===== src/lpf_map.vh =====
`ifndef LPF_MAP_VH
`define LPF_MAP_VH
// Register byte offsets on the APB bus.
`define REG_CTRL 12'h000
`define REG_STATUS 12'h004
`define REG_IRQ_STAT 12'h008
`define REG_IRQ_MASK 12'h00C
`define REG_X_OUT 12'h010
`define REG_Y_OUT 12'h014
`define REG_SETTLE 12'h018
`define REG_SENS 12'h01C
// Control register fields.
`define CTRL_TC_LSB 0
`define CTRL_TC_MSB 4
`define CTRL_SLOPE_LSB 8
`define CTRL_SLOPE_MSB 10
`define CTRL_SETTLE_BIT 16
`define CTRL_AUTO_BIT 17
// Reset values.
`define CTRL_RST 32'h0000_0200
`define SENS_RST 5'h00
// Time constant codes: 0 is 100 us, 8 is 1 s, 17 is 30 ks, in 1-3-10 steps.
`define TC_MAX_CODE 5'h11
`define TC_1S_CODE 5'h08
`define SLOPE_BYPASS 3'h5
`define SENS_MAX_CODE 5'h15
// Interrupt bits.
`define IRQ_OVF_BIT 0
`define IRQ_AUTO_DONE_BIT 1
`define IRQ_AUTO_REFUSED_BIT 2
// Timing: sample-rate dividers at 25 MHz.
`define CLK_HZ 25000000
`define FAST_RATE_HZ 96000
`define FAST_DIV (`CLK_HZ / `FAST_RATE_HZ)
`define SLOW_DIV_RATIO 4
`define LATENCY_SAMPLES 3
`define SETTLE_MAX 14'd9999
`define AUTO_STEP_TAUS 5
`endif


===== src/lockin_output_lowpass_filter.v =====
// The APB slave port and the register addresses were decided locally.
`timescale 1ns/1ns
`include "lpf_map.vh"
module lockin_output_lowpass_filter
(
  // Clock and reset.
  input wire pclk,
  input wire presetn,
  // APB slave.
  input wire psel,
  input wire penable,
  input wire pwrite,
  input wire [11:0] paddr,
  input wire [31:0] pwdata,
  output reg [31:0] prdata,
  output wire pready,
  output wire pslverr,
  // Demodulated samples.
  input wire sample_valid,
  input wire signed [23:0] x_in,
  input wire signed [23:0] y_in,
  input wire signed [23:0] x_if_bypass,
  input wire signed [23:0] y_if_bypass,
  input wire [23:0] magnitude_in,
  // Filtered outputs.
  output reg signed [23:0] x_out,
  output reg signed [23:0] y_out,
  output reg xy_update,
  output reg rtheta_update,
  // Mode indications.
  output wire if_bypass,
  output wire tc_indicator_on,
  output reg output_filter_overflow_flag,
  output wire auto_active,
  output wire [4:0] sensitivity,
  // Interrupt.
  output wire irq
);
  reg [31:0] ctrl_r;
  reg [2:0] irq_stat_r;
  reg [2:0] irq_mask_r;
  reg [4:0] sens_r;
  reg [9:0] div_r;
  reg [1:0] slow_r;
  reg fast_tick;
  reg slow_tick;
  reg signed [23:0] xd0, xd1, xd2, yd0, yd1, yd2;
  reg [1:0] auto_state_r;
  reg [13:0] auto_cnt_r;
  reg [6:0] tick_cnt_r;
  reg [39:0] tau_cnt_r;
  wire [4:0] tc_code;
  wire [2:0] slope;
  wire bypass;
  wire wr, mapped;
  wire [39:0] hund_cycles;
  wire [31:0] fast_div_w;
  wire hundredth;
  wire [13:0] settle_count;
  wire signed [23:0] xs [0:4];
  wire signed [23:0] ys [0:4];
  wire [7:0] ovf_v;
  wire [5:0] shift;
  wire step_en;
  wire settle_start, auto_req;
  wire ev_ovf, ev_done, ev_ref;
  reg signed [23:0] x_sel, y_sel;

  localparam AUTO_IDLE = 2'd0;
  localparam AUTO_WAIT = 2'd1;
  localparam AUTO_STEP = 2'd2;

  // Clock cycles per hundredth of the time constant; odd codes are 3x.
  // Forty bits keep the 30 ks setting from wrapping the count.
  function [39:0] tc_to_hundredth;
    input [4:0] code;
    reg [39:0] base;
    integer i;
    begin
      base = 40'h19;
      for (i = 0; i < 8; i = i + 1)
        if (i < code[4:1])
          base = base * 40'hA;
      tc_to_hundredth = code[0] ? base * 40'h3 : base;
    end
  endfunction

  // Limits a time constant code to the longest supported setting.
  function [4:0] clip_tc;
    input [4:0] code;
    begin
      clip_tc = (code > `TC_MAX_CODE) ? `TC_MAX_CODE : code;
    end
  endfunction

  // Shift that approximates sample period over time constant.
  function [5:0] tc_to_shift;
    input [4:0] code;
    begin
      tc_to_shift = 6'd3 + {1'b0, code} + {2'b00, code[4:1]};
    end
  endfunction

  assign tc_code = clip_tc(ctrl_r[`CTRL_TC_MSB:`CTRL_TC_LSB]);
  assign slope = ctrl_r[`CTRL_SLOPE_MSB:`CTRL_SLOPE_LSB];
  assign bypass = (slope >= `SLOPE_BYPASS);
  assign if_bypass = bypass;
  assign tc_indicator_on = !bypass;
  assign hund_cycles = tc_to_hundredth(tc_code);
  assign fast_div_w = `FAST_DIV - 1;
  assign shift = (tc_to_shift(tc_code) > 6'd23) ? 6'd23 :
                 tc_to_shift(tc_code);
  assign step_en = sample_valid;
  assign sensitivity = sens_r;

  // APB decode: zero wait states, error on unmapped addresses.
  assign pready = 1'b1;
  assign wr = psel && penable && pwrite;
  assign mapped = (paddr[1:0] == 2'b00) && (paddr <= `REG_SENS);
  assign pslverr = psel && penable && !mapped;
  assign settle_start = wr && paddr == `REG_CTRL &&
                        pwdata[`CTRL_SETTLE_BIT];
  assign auto_req = wr && paddr == `REG_CTRL && pwdata[`CTRL_AUTO_BIT];

  // Cascade of four first-order stages.
  assign xs[0] = x_in;
  assign ys[0] = y_in;
  genvar g;
  generate
    for (g = 0; g < 4; g = g + 1)
    begin : stage
      lpf_stage u_x (.pclk(pclk), .presetn(presetn), .step_en(step_en),
        .shift(shift), .din(xs[g]), .dout(xs[g+1]), .ovf(ovf_v[2*g]));
      lpf_stage u_y (.pclk(pclk), .presetn(presetn), .step_en(step_en),
        .shift(shift), .din(ys[g]), .dout(ys[g+1]), .ovf(ovf_v[2*g+1]));
    end
  endgenerate

  // Select the tap for the chosen number of stages or bypass.
  always @*
  begin
    x_sel = xs[0];
    y_sel = ys[0];
    if (bypass)
    begin
      x_sel = x_if_bypass;
      y_sel = y_if_bypass;
    end
    else
      case (slope)
        3'd1: begin x_sel = xs[1]; y_sel = ys[1]; end
        3'd2: begin x_sel = xs[2]; y_sel = ys[2]; end
        3'd3: begin x_sel = xs[3]; y_sel = ys[3]; end
        3'd4: begin x_sel = xs[4]; y_sel = ys[4]; end
        default: begin x_sel = xs[0]; y_sel = ys[0]; end
      endcase
  end

  // Fast and slow output rate enables.
  always @(posedge pclk or negedge presetn)
  begin
    if (!presetn)
    begin
      div_r <= 10'd0;
      slow_r <= 2'd0;
      fast_tick <= 1'b0;
      slow_tick <= 1'b0;
    end
    else
    begin
      fast_tick <= (div_r == 10'd0);
      slow_tick <= (div_r == 10'd0) && (slow_r == 2'd0);
      if (div_r == 10'd0)
      begin
        div_r <= fast_div_w[9:0];
        slow_r <= slow_r + 2'd1;
      end
      else
        div_r <= div_r - 10'd1;
    end
  end

  // Three-sample latency line, then rate-gated outputs.
  always @(posedge pclk or negedge presetn)
  begin
    if (!presetn)
    begin
      xd0 <= 24'sh0; xd1 <= 24'sh0; xd2 <= 24'sh0;
      yd0 <= 24'sh0; yd1 <= 24'sh0; yd2 <= 24'sh0;
      x_out <= 24'sh0;
      y_out <= 24'sh0;
      xy_update <= 1'b0;
      rtheta_update <= 1'b0;
    end
    else
    begin
      if (sample_valid)
      begin
        xd0 <= x_sel; xd1 <= xd0; xd2 <= xd1;
        yd0 <= y_sel; yd1 <= yd0; yd2 <= yd1;
      end
      xy_update <= (slope >= 3'd3 && !bypass) ? slow_tick : fast_tick;
      if ((slope >= 3'd3 && !bypass) ? slow_tick : fast_tick)
      begin
        x_out <= xd2;
        y_out <= yd2;
      end
      rtheta_update <= slow_tick;
    end
  end

  // Hundredth-of-tau tick for the settle counter.
  always @(posedge pclk or negedge presetn)
  begin
    if (!presetn)
      tau_cnt_r <= 40'h0;
    else if (settle_start || hundredth)
      tau_cnt_r <= 40'h0;
    else
      tau_cnt_r <= tau_cnt_r + 40'h1;
  end
  assign hundredth = (tau_cnt_r + 40'h1 >= hund_cycles);

  settle_counter u_settle (.pclk(pclk), .presetn(presetn),
    .start(settle_start), .hundredth_tick(hundredth),
    .count(settle_count));

  // Auto sensitivity: one pass of upward steps, then idle.
  assign auto_active = (auto_state_r != AUTO_IDLE);
  // The refusal judges the code written with the request, not the old one.
  assign ev_ref = auto_req &&
                  (clip_tc(pwdata[4:0]) > `TC_1S_CODE);
  assign ev_done = (auto_state_r == AUTO_STEP) &&
                   (sens_r == `SENS_MAX_CODE || magnitude_in[23:22] == 2'b00);
  always @(posedge pclk or negedge presetn)
  begin
    if (!presetn)
    begin
      auto_state_r <= AUTO_IDLE;
      auto_cnt_r <= 14'd0;
      tick_cnt_r <= 7'd0;
      sens_r <= `SENS_RST;
    end
    else
      case (auto_state_r)
        AUTO_IDLE:
        begin
          if (auto_req && !ev_ref)
          begin
            auto_state_r <= AUTO_WAIT;
            sens_r <= 5'd0;
            auto_cnt_r <= 14'd0;
          end
          else if (wr && paddr == `REG_SENS)
            sens_r <= (pwdata[4:0] > `SENS_MAX_CODE) ? `SENS_MAX_CODE :
                      pwdata[4:0];
        end
        AUTO_WAIT:
          if (hundredth)
          begin
            if (auto_cnt_r == `AUTO_STEP_TAUS * 100 - 1)
              auto_state_r <= AUTO_STEP;
            else
              auto_cnt_r <= auto_cnt_r + 14'd1;
          end
        AUTO_STEP:
          if (ev_done)
            auto_state_r <= AUTO_IDLE;
          else
          begin
            sens_r <= sens_r + 5'd1;
            auto_cnt_r <= 14'd0;
            auto_state_r <= AUTO_WAIT;
          end
        default:
          auto_state_r <= AUTO_IDLE;
      endcase
  end

  // Control, sticky interrupt flags (set wins over clear) and mask.
  assign ev_ovf = |ovf_v;
  always @(posedge pclk or negedge presetn)
  begin
    if (!presetn)
    begin
      ctrl_r <= `CTRL_RST;
      irq_stat_r <= 3'b000;
      irq_mask_r <= 3'b000;
      output_filter_overflow_flag <= 1'b0;
    end
    else
    begin
      if (wr && paddr == `REG_CTRL)
        ctrl_r <= {14'h0, 2'b00, 5'h0, pwdata[10:8], 3'h0,
                   clip_tc(pwdata[4:0])};
      if (wr && paddr == `REG_IRQ_MASK)
        irq_mask_r <= pwdata[2:0];
      irq_stat_r <= (irq_stat_r & ~((wr && paddr == `REG_IRQ_STAT) ?
                    pwdata[2:0] : 3'b000)) | {ev_ref, ev_done, ev_ovf};
      output_filter_overflow_flag <= ev_ovf;
    end
  end
  assign irq = |(irq_stat_r & irq_mask_r);

  // Read data register.
  always @(posedge pclk or negedge presetn)
  begin
    if (!presetn)
      prdata <= 32'h0000_0000;
    else if (psel && !penable && !pwrite)
      case (paddr)
        `REG_CTRL: prdata <= ctrl_r;
        `REG_STATUS: prdata <= {28'h0, irq, auto_active, bypass,
                                output_filter_overflow_flag};
        `REG_IRQ_STAT: prdata <= {29'h0, irq_stat_r};
        `REG_IRQ_MASK: prdata <= {29'h0, irq_mask_r};
        `REG_X_OUT: prdata <= {{8{x_out[23]}}, x_out};
        `REG_Y_OUT: prdata <= {{8{y_out[23]}}, y_out};
        `REG_SETTLE: prdata <= {18'h0, settle_count};
        `REG_SENS: prdata <= {27'h0, sens_r};
        default: prdata <= 32'h0000_0000;
      endcase
  end
endmodule // lockin_output_lowpass_filter


===== src/lpf_stage.v =====
`timescale 1ns/1ns
// First-order recursive low-pass stage: y += (x - y) >> shift.
module lpf_stage
(
  // Clock and reset.
  input wire pclk,
  input wire presetn,
  // Sample stream.
  input wire step_en,
  input wire [5:0] shift,
  input wire signed [23:0] din,
  output reg signed [23:0] dout,
  // Overflow indication for this stage.
  output reg ovf
);
  wire signed [25:0] diff;
  wire signed [25:0] delta;
  wire signed [25:0] sum;

  // Coefficient is sample period over time constant, a power-of-two shift.
  assign diff = {{2{din[23]}}, din} - {{2{dout[23]}}, dout};
  assign delta = diff >>> shift;
  assign sum = {{2{dout[23]}}, dout} + delta;

  // Update the state once per sample and flag sums that leave range.
  always @(posedge pclk or negedge presetn)
  begin
    if (!presetn)
    begin
      dout <= 24'sh000000;
      ovf <= 1'b0;
    end
    else if (step_en)
    begin
      ovf <= (sum[25:23] != 3'b000) && (sum[25:23] != 3'b111);
      dout <= sum[23:0];
    end
    else
      ovf <= 1'b0;
  end
endmodule // lpf_stage


===== src/settle_counter.v =====
`timescale 1ns/1ns
`include "lpf_map.vh"
// Counts elapsed time in hundredths of the current time constant.
module settle_counter
(
  // Clock and reset.
  input wire pclk,
  input wire presetn,
  // Control.
  input wire start,
  input wire hundredth_tick,
  // Count, 0 to 9999 meaning 0.00 to 99.99 time constants.
  output reg [13:0] count
);
  // Restart on request, advance on each tick, hold at the top.
  always @(posedge pclk or negedge presetn)
  begin
    if (!presetn)
      count <= 14'd0;
    else if (start)
      count <= 14'd0;
    else if (hundredth_tick && count != `SETTLE_MAX)
      count <= count + 14'd1;
  end
endmodule // settle_counter


===== config.mk =====
export PLATFORM = sky130hd
export DESIGN_NAME = lockin_output_lowpass_filter
export DESIGN_NICKNAME = d
export VERILOG_FILES = /design/src/lockin_output_lowpass_filter.v /design/src/lpf_stage.v /design/src/settle_counter.v
export VERILOG_INCLUDE_DIRS = /design/src
export SDC_FILE = /design/constraint.sdc
export NUM_CORES = 2
export LEC_CHECK = 0
export BUFFER_PORTS_ARGS = -buffer_cell sky130_fd_sc_hd__buf_2
export CAP_MARGIN = 20
export CELL_PAD_IN_SITES_DETAIL_PLACEMENT = 1
export CELL_PAD_IN_SITES_GLOBAL_PLACEMENT = 1
export CORE_MARGIN = 2
export CORE_UTILIZATION = 48
export DETAILED_ROUTE_END_ITERATION = 10
export GPL_TIMING_DRIVEN = 0
export PLACE_DENSITY = 0.86
export SLEW_MARGIN = 20
export SYNTH_ARGS = -nofsm -noshare
export SYNTH_HDL_FRONTEND = slang
export SYNTH_SLANG_ARGS = --single-unit

===== constraint.sdc =====
create_clock -name pclk -period 21 [get_ports pclk]
set_clock_uncertainty 0.05 [all_clocks]
set_input_delay 2.1 -clock pclk [delete_from_list [all_inputs] [get_ports pclk]]
set_output_delay 2.1 -clock pclk [all_outputs]
set_load 0.05 [all_outputs]

==> flow_summary.yaml, run 1 <==
clocking:
  ctsRootBufferMaster: "clkbuf_16"
  cts_max_level: 3
  clockBufferDepth: 3
  cts_buffers: 66
  cts_setup_buffers: 0
  cts_sinks: 522
synth:
  ys_types: 101
  synth_area_um2: 60600
  ys_seq_area_share_pct: 21.5
  ys_ff_latch: 522
  synth_edf_count: 0
  async_flop_share_pct: 100
  synth_ff_type: "dfrtp_1"
  yosysWarningCount: 0
  syn_avg_cell_area_um2: 7.70
  syn_inst: 7876
status:
  outcome: "did not finish"
  haltStage: "5_1_grt"
  error: "[ERROR GRT-0232] Routing congestion too high. Check the congestion heatmap in the GUI."
placement:
  portBuffers: 217
  hpwl_mm: 291
  gp_congestion: 1.14
global_routing:
  grt_max_degree: 103
  grt_util_all_layers_pct: 69.6
  gr-total-overflow: 36
die:
  io_pins: 264
  initial_core_util_pct: 48.3
  fp.dieW_um: 359
  die_y_um: 359
  rows: 130
timing repair:
item | 4_1_cts
endpoints found under the setup margin | 65
resized for setup | 3
hold buffers | 0
cells in the mapped netlist, types with 18 or more instances:
cell      number  area, um2
nand2_1      912       3420
a21o_1       209       1570
a21boi_0      25        188
buf_1         55        206
o22ai_1       26        163
nor3b_1       18        135
o211ai_1      92        691
fa_1          24        480
o31ai_1       52        390
a21oi_1      678       3390
nand3_1      194        971
mux2_2       160       1800
nor3_1       159        796
clkbuf_1     312       1170
a221oi_1      40        350
o21ai_1       24        120
ha_1         669       8370
mux4_2        31        698
and3_1       103        644
or3_1         39        244
a211oi_1     137       1030
a211o_1       32        280
xor2_1       123       1080
nor2_1       633       2380
inv_1        466       1750
or2_2         28        175
nor4_1        25        156
o21ai_0      689       3450
dfrtp_1      521      13000
nand4_1       38        238
a22oi_1       22        165
o21a_1        87        653
a31oi_1       81        507
and2_1        54        338
o21bai_1      79        593
nand2b_1      80        500
a31o_2        19        166
xnor2_1      340       2980
o221ai_1      20        175
mux2i_1      183       1830
nor2b_1       88        551
metal layers:
| layer | GRT overflow | GRT usage, % |
|---|---|---|
| met3 | 5 | 48.6 |
| met1 | 0 | 72.5 |
| met2 | 19 | 88.3 |
| met4 | 12 | 66.6 |
| met5 | 0 | 21.4 |
kinds of logic after synthesis:
group	after synthesis	synth area share, %
buffers and inverters	862	5.42
XOR/XNOR	464	6.71
other	2	0.0124
multiplexers	374	7.14
AND/OR/NAND/NOR	2425	18.2
flip-flops	522	21.5
AO/OA/AOI/OAI	2534	26.4
adder cells (fa/ha/maj)	693	14.6
metrics by stage:
step / cell area (um2) / setup WS (ns) / std cells / util [%]
2_1_floorplan: 60700 / 5.44 / 7880 / -
3_3_place_gp: 63800 / 0.762 / 9747 / 50.8
3_5_place_dp: 64400 / -0.200 / 9766 / 51.3
4_1_cts: 66700 / 0.0925 / 9883 / 53.1
==> run 2: changes to the inputs <==
Settings changed: CELL_PAD_IN_SITES_DETAIL_PLACEMENT 1 to unset, CELL_PAD_IN_SITES_GLOBAL_PLACEMENT 1 to unset, CORE_UTILIZATION 48 to 40, PLACE_DENSITY 0.86 to unset, PLACE_DENSITY_LB_ADDON set to 0.15.
==> run 2 against run 1 <==
  * The run now ends clean
  * Synthesized cell count unchanged
  * Area after synthesis unchanged
==> flow_summary.yaml, run 2 <==
layout:
  reg_top3: "stage.u_x.dout (96), stage.u_y.dout (96), tau_cnt_r (40)"
  fillers: 15300
  area_growth_syn_to_layout_pct: 11.5
  layout_common_cells: "nand2_1 (911), o21ai_0 (683), a21oi_1 (676)"
  layout_commonest_cell: "nand2_1"
  fin_nets: 9060
  drive_above_1_share_pct: 9.62
worst_hold_path:
  hp-start: "yd2[14]"
  hold_class: "reg2reg"
  hold_path_end: "y_out[14]"
  whs_path_depth: 2
clocking:
  cts_sinks: 522
  clk_latency_ns: 0.72
  hold_buffers: 0
  clockBufferDepth: 3
  clkTransAtPathRegs_ns: 0.08
  cts_max_level: 3
  cts_tree: "built"
  cts_setup_buffers: 0
  ctsRootBufferMaster: "clkbuf_16"
  cts_buffers: 68
placement:
  gp_congestion: 1.08
  portBuffers: 217
  hpwl_mm: 279
global_routing:
  grt_first_pass_wirelength_mm: 482
  grt_util_all_layers_pct: 43.9
  antenna_found_initial: 59
  gr-total-overflow: 0
  grt_max_degree: 103
  grt_pass1_vias: 62400
synth:
  async_flop_share_pct: 100
  syn_avg_cell_area_um2: 7.70
  synthTopCellsByCount: "nand2_1 (912), o21ai_0 (689), a21oi_1 (678), ha_1 (669), nor2_1 (633)"
  synth.top_cell.area_share_pct: 21.5
  synth_most_common_cell: "nand2_1"
  synth_edf_count: 0
  syn_inst: 7876
  ys_ff_latch: 522
  synth_ff_type: "dfrtp_1"
  synth.area.top_cells: "dfrtp_1 (22%), ha_1 (14%), o21ai_0 (5.7%)"
  ys_seq_area_share_pct: 21.5
  synth_area_leader_cell: "dfrtp_1"
  synth_area_um2: 60600
  ys_types: 101
  yosysWarningCount: 0
setup_path:
  ff2ff_path_depth: 77
  cp_max_fo: 21
  critPathSlowestCell: "clkbuf_2"
  reg2reg_to: "u_settle.count[6]"
  end_kind: "flop"
  reg2reg_from: "ctrl_r[4]"
  start_kind: "flop"
  arrival_ns: 19.99
  path_common_cell: "ha_1"
  slowest_delay_ns: 0.56
  worstSetupPathType: "reg2reg"
  required_ns: 21.49
  reg2reg_slack_ns: 1.51
sta:
  relSlewSlack_pct: 5.19
  worstMarginPinSlew_ns: 1.42
  fin_tns_setup_ns: 0
  slew_viol_final: 0
  hold_viol: 0
  finalSetupViolCount: 0
  grt_setup_unrepaired: "false"
  min_period_ns: 19.49
  fmax_mhz: 51.3
  fin_crit_sh_pct: 92.8
  holdWs_ns: 0.415
die:
  fp.dieW_um: 393
  die_y_um: 393
  initial_core_util_pct: 40.4
  core_um2: 150000
  rows: 142
  dieArea_um2: 155000
  io_pins: 264
route:
  drc: 0
  drt_iter0_drc: 9066
  routed_wl_mm: 354
  num_vias: 67300
  postRouteAntennaNets: 0
  drtPass1Iterations: 7
  routedWlPerCell_um: 34.4
  via_per_inst: 6.53
status:
  outcome: "completed"
flow_run:
  maxCapViolCount: 0
-- run 2: cell counts after synthesis --
Identical to the previous run, type by type.
-- run 2: critical path: cells and delay by family (launching register included) --
family                     cells  cell delay [ns]
AOI/OAI and AO/OA             29             6.64
adders and majority gates     15             4.97
buffers and inverters          8             2.86
and+or+nand+nor               17             2.58
xor gates and xnor gates       8             1.72
DFF                            1             0.47
-- run 2: worst max path at each step --
| stage | from | slack [ns] | endpoint | depth (start not counted) |
|---|---|---|---|---|
| after detailed placement | ctrl_r[4] | 0.38 | u_settle.count[5] | 79 |
| after global placement | ctrl_r[4] | 0.47 | u_settle.count[10] | 79 |
| after floorplan | ctrl_r[4] | 5.44 | u_settle.count[10] | 77 |
| final | ctrl_r[4] | 1.51 | u_settle.count[6] | 77 |
| after CTS | ctrl_r[4] | 0.24 | u_settle.count[6] | 79 |
| after global routing | ctrl_r[4] | 0.25 | u_settle.count[5] | 77 |
-- run 2: area by class of cell --
class	instances	area (um2)	share of cell area, %
clock inverter	25	474	0.701
clock buffer	94	1980	2.93
timing repair buffer	249	1670	2.47
multi-input combinational	6496	44400	65.6
inverter	472	1770	2.62
tap	2016	2520	3.73
buffer	388	1660	2.46
antenna	36	90.1	0.133
sequential	522	13100	19.3
-- run 2: cell families after synthesis --
group,after synthesis,synth area share (%)
flops,522,21.5
fa+ha+maj,693,14.6
compound gates,2534,26.4
other cells,2,0.0124
mux,374,7.14
simple gates,2425,18.2
buf+inv,862,5.42
xor+xnor,464,6.71
-- run 2: timing repair --
item,in CTS,in global routing
setup endpoints to repair,0,67
endpoints found under the hold margin,0,0
resized for setup,0,6
-- run 2: through the flow --
| step | setup slack (ns) | instance area (um2) | util, % | instances |
|---|---|---|---|---|
| 3_3_place_gp | 0.470 | 64300 | 42.8 | 10100 |
| 6_report | 1.51 | 67600 | 45.0 | 10300 |
| 3_5_place_dp | 0.377 | 65000 | 43.3 | 10100 |
| 5_1_grt | 0.253 | 67500 | 45.0 | 10300 |
| 4_1_cts | 0.238 | 67400 | 44.9 | 10300 |
| 2_1_floorplan | 5.44 | 60700 | - | 7880 |
-- run 2: metal layers --
layer / share of wire, % / global-route usage (%)
met5: 0.065 / 0
met2: 41 / 65.0
met1: 39 / 54.9
met3: 12 / 13.0
met4: 8.2 / 29.5
Power of run 2 is left out: the tool's default activity adds up to more than one toggle a clock period on the data nets, which glitch-free logic cannot reach.
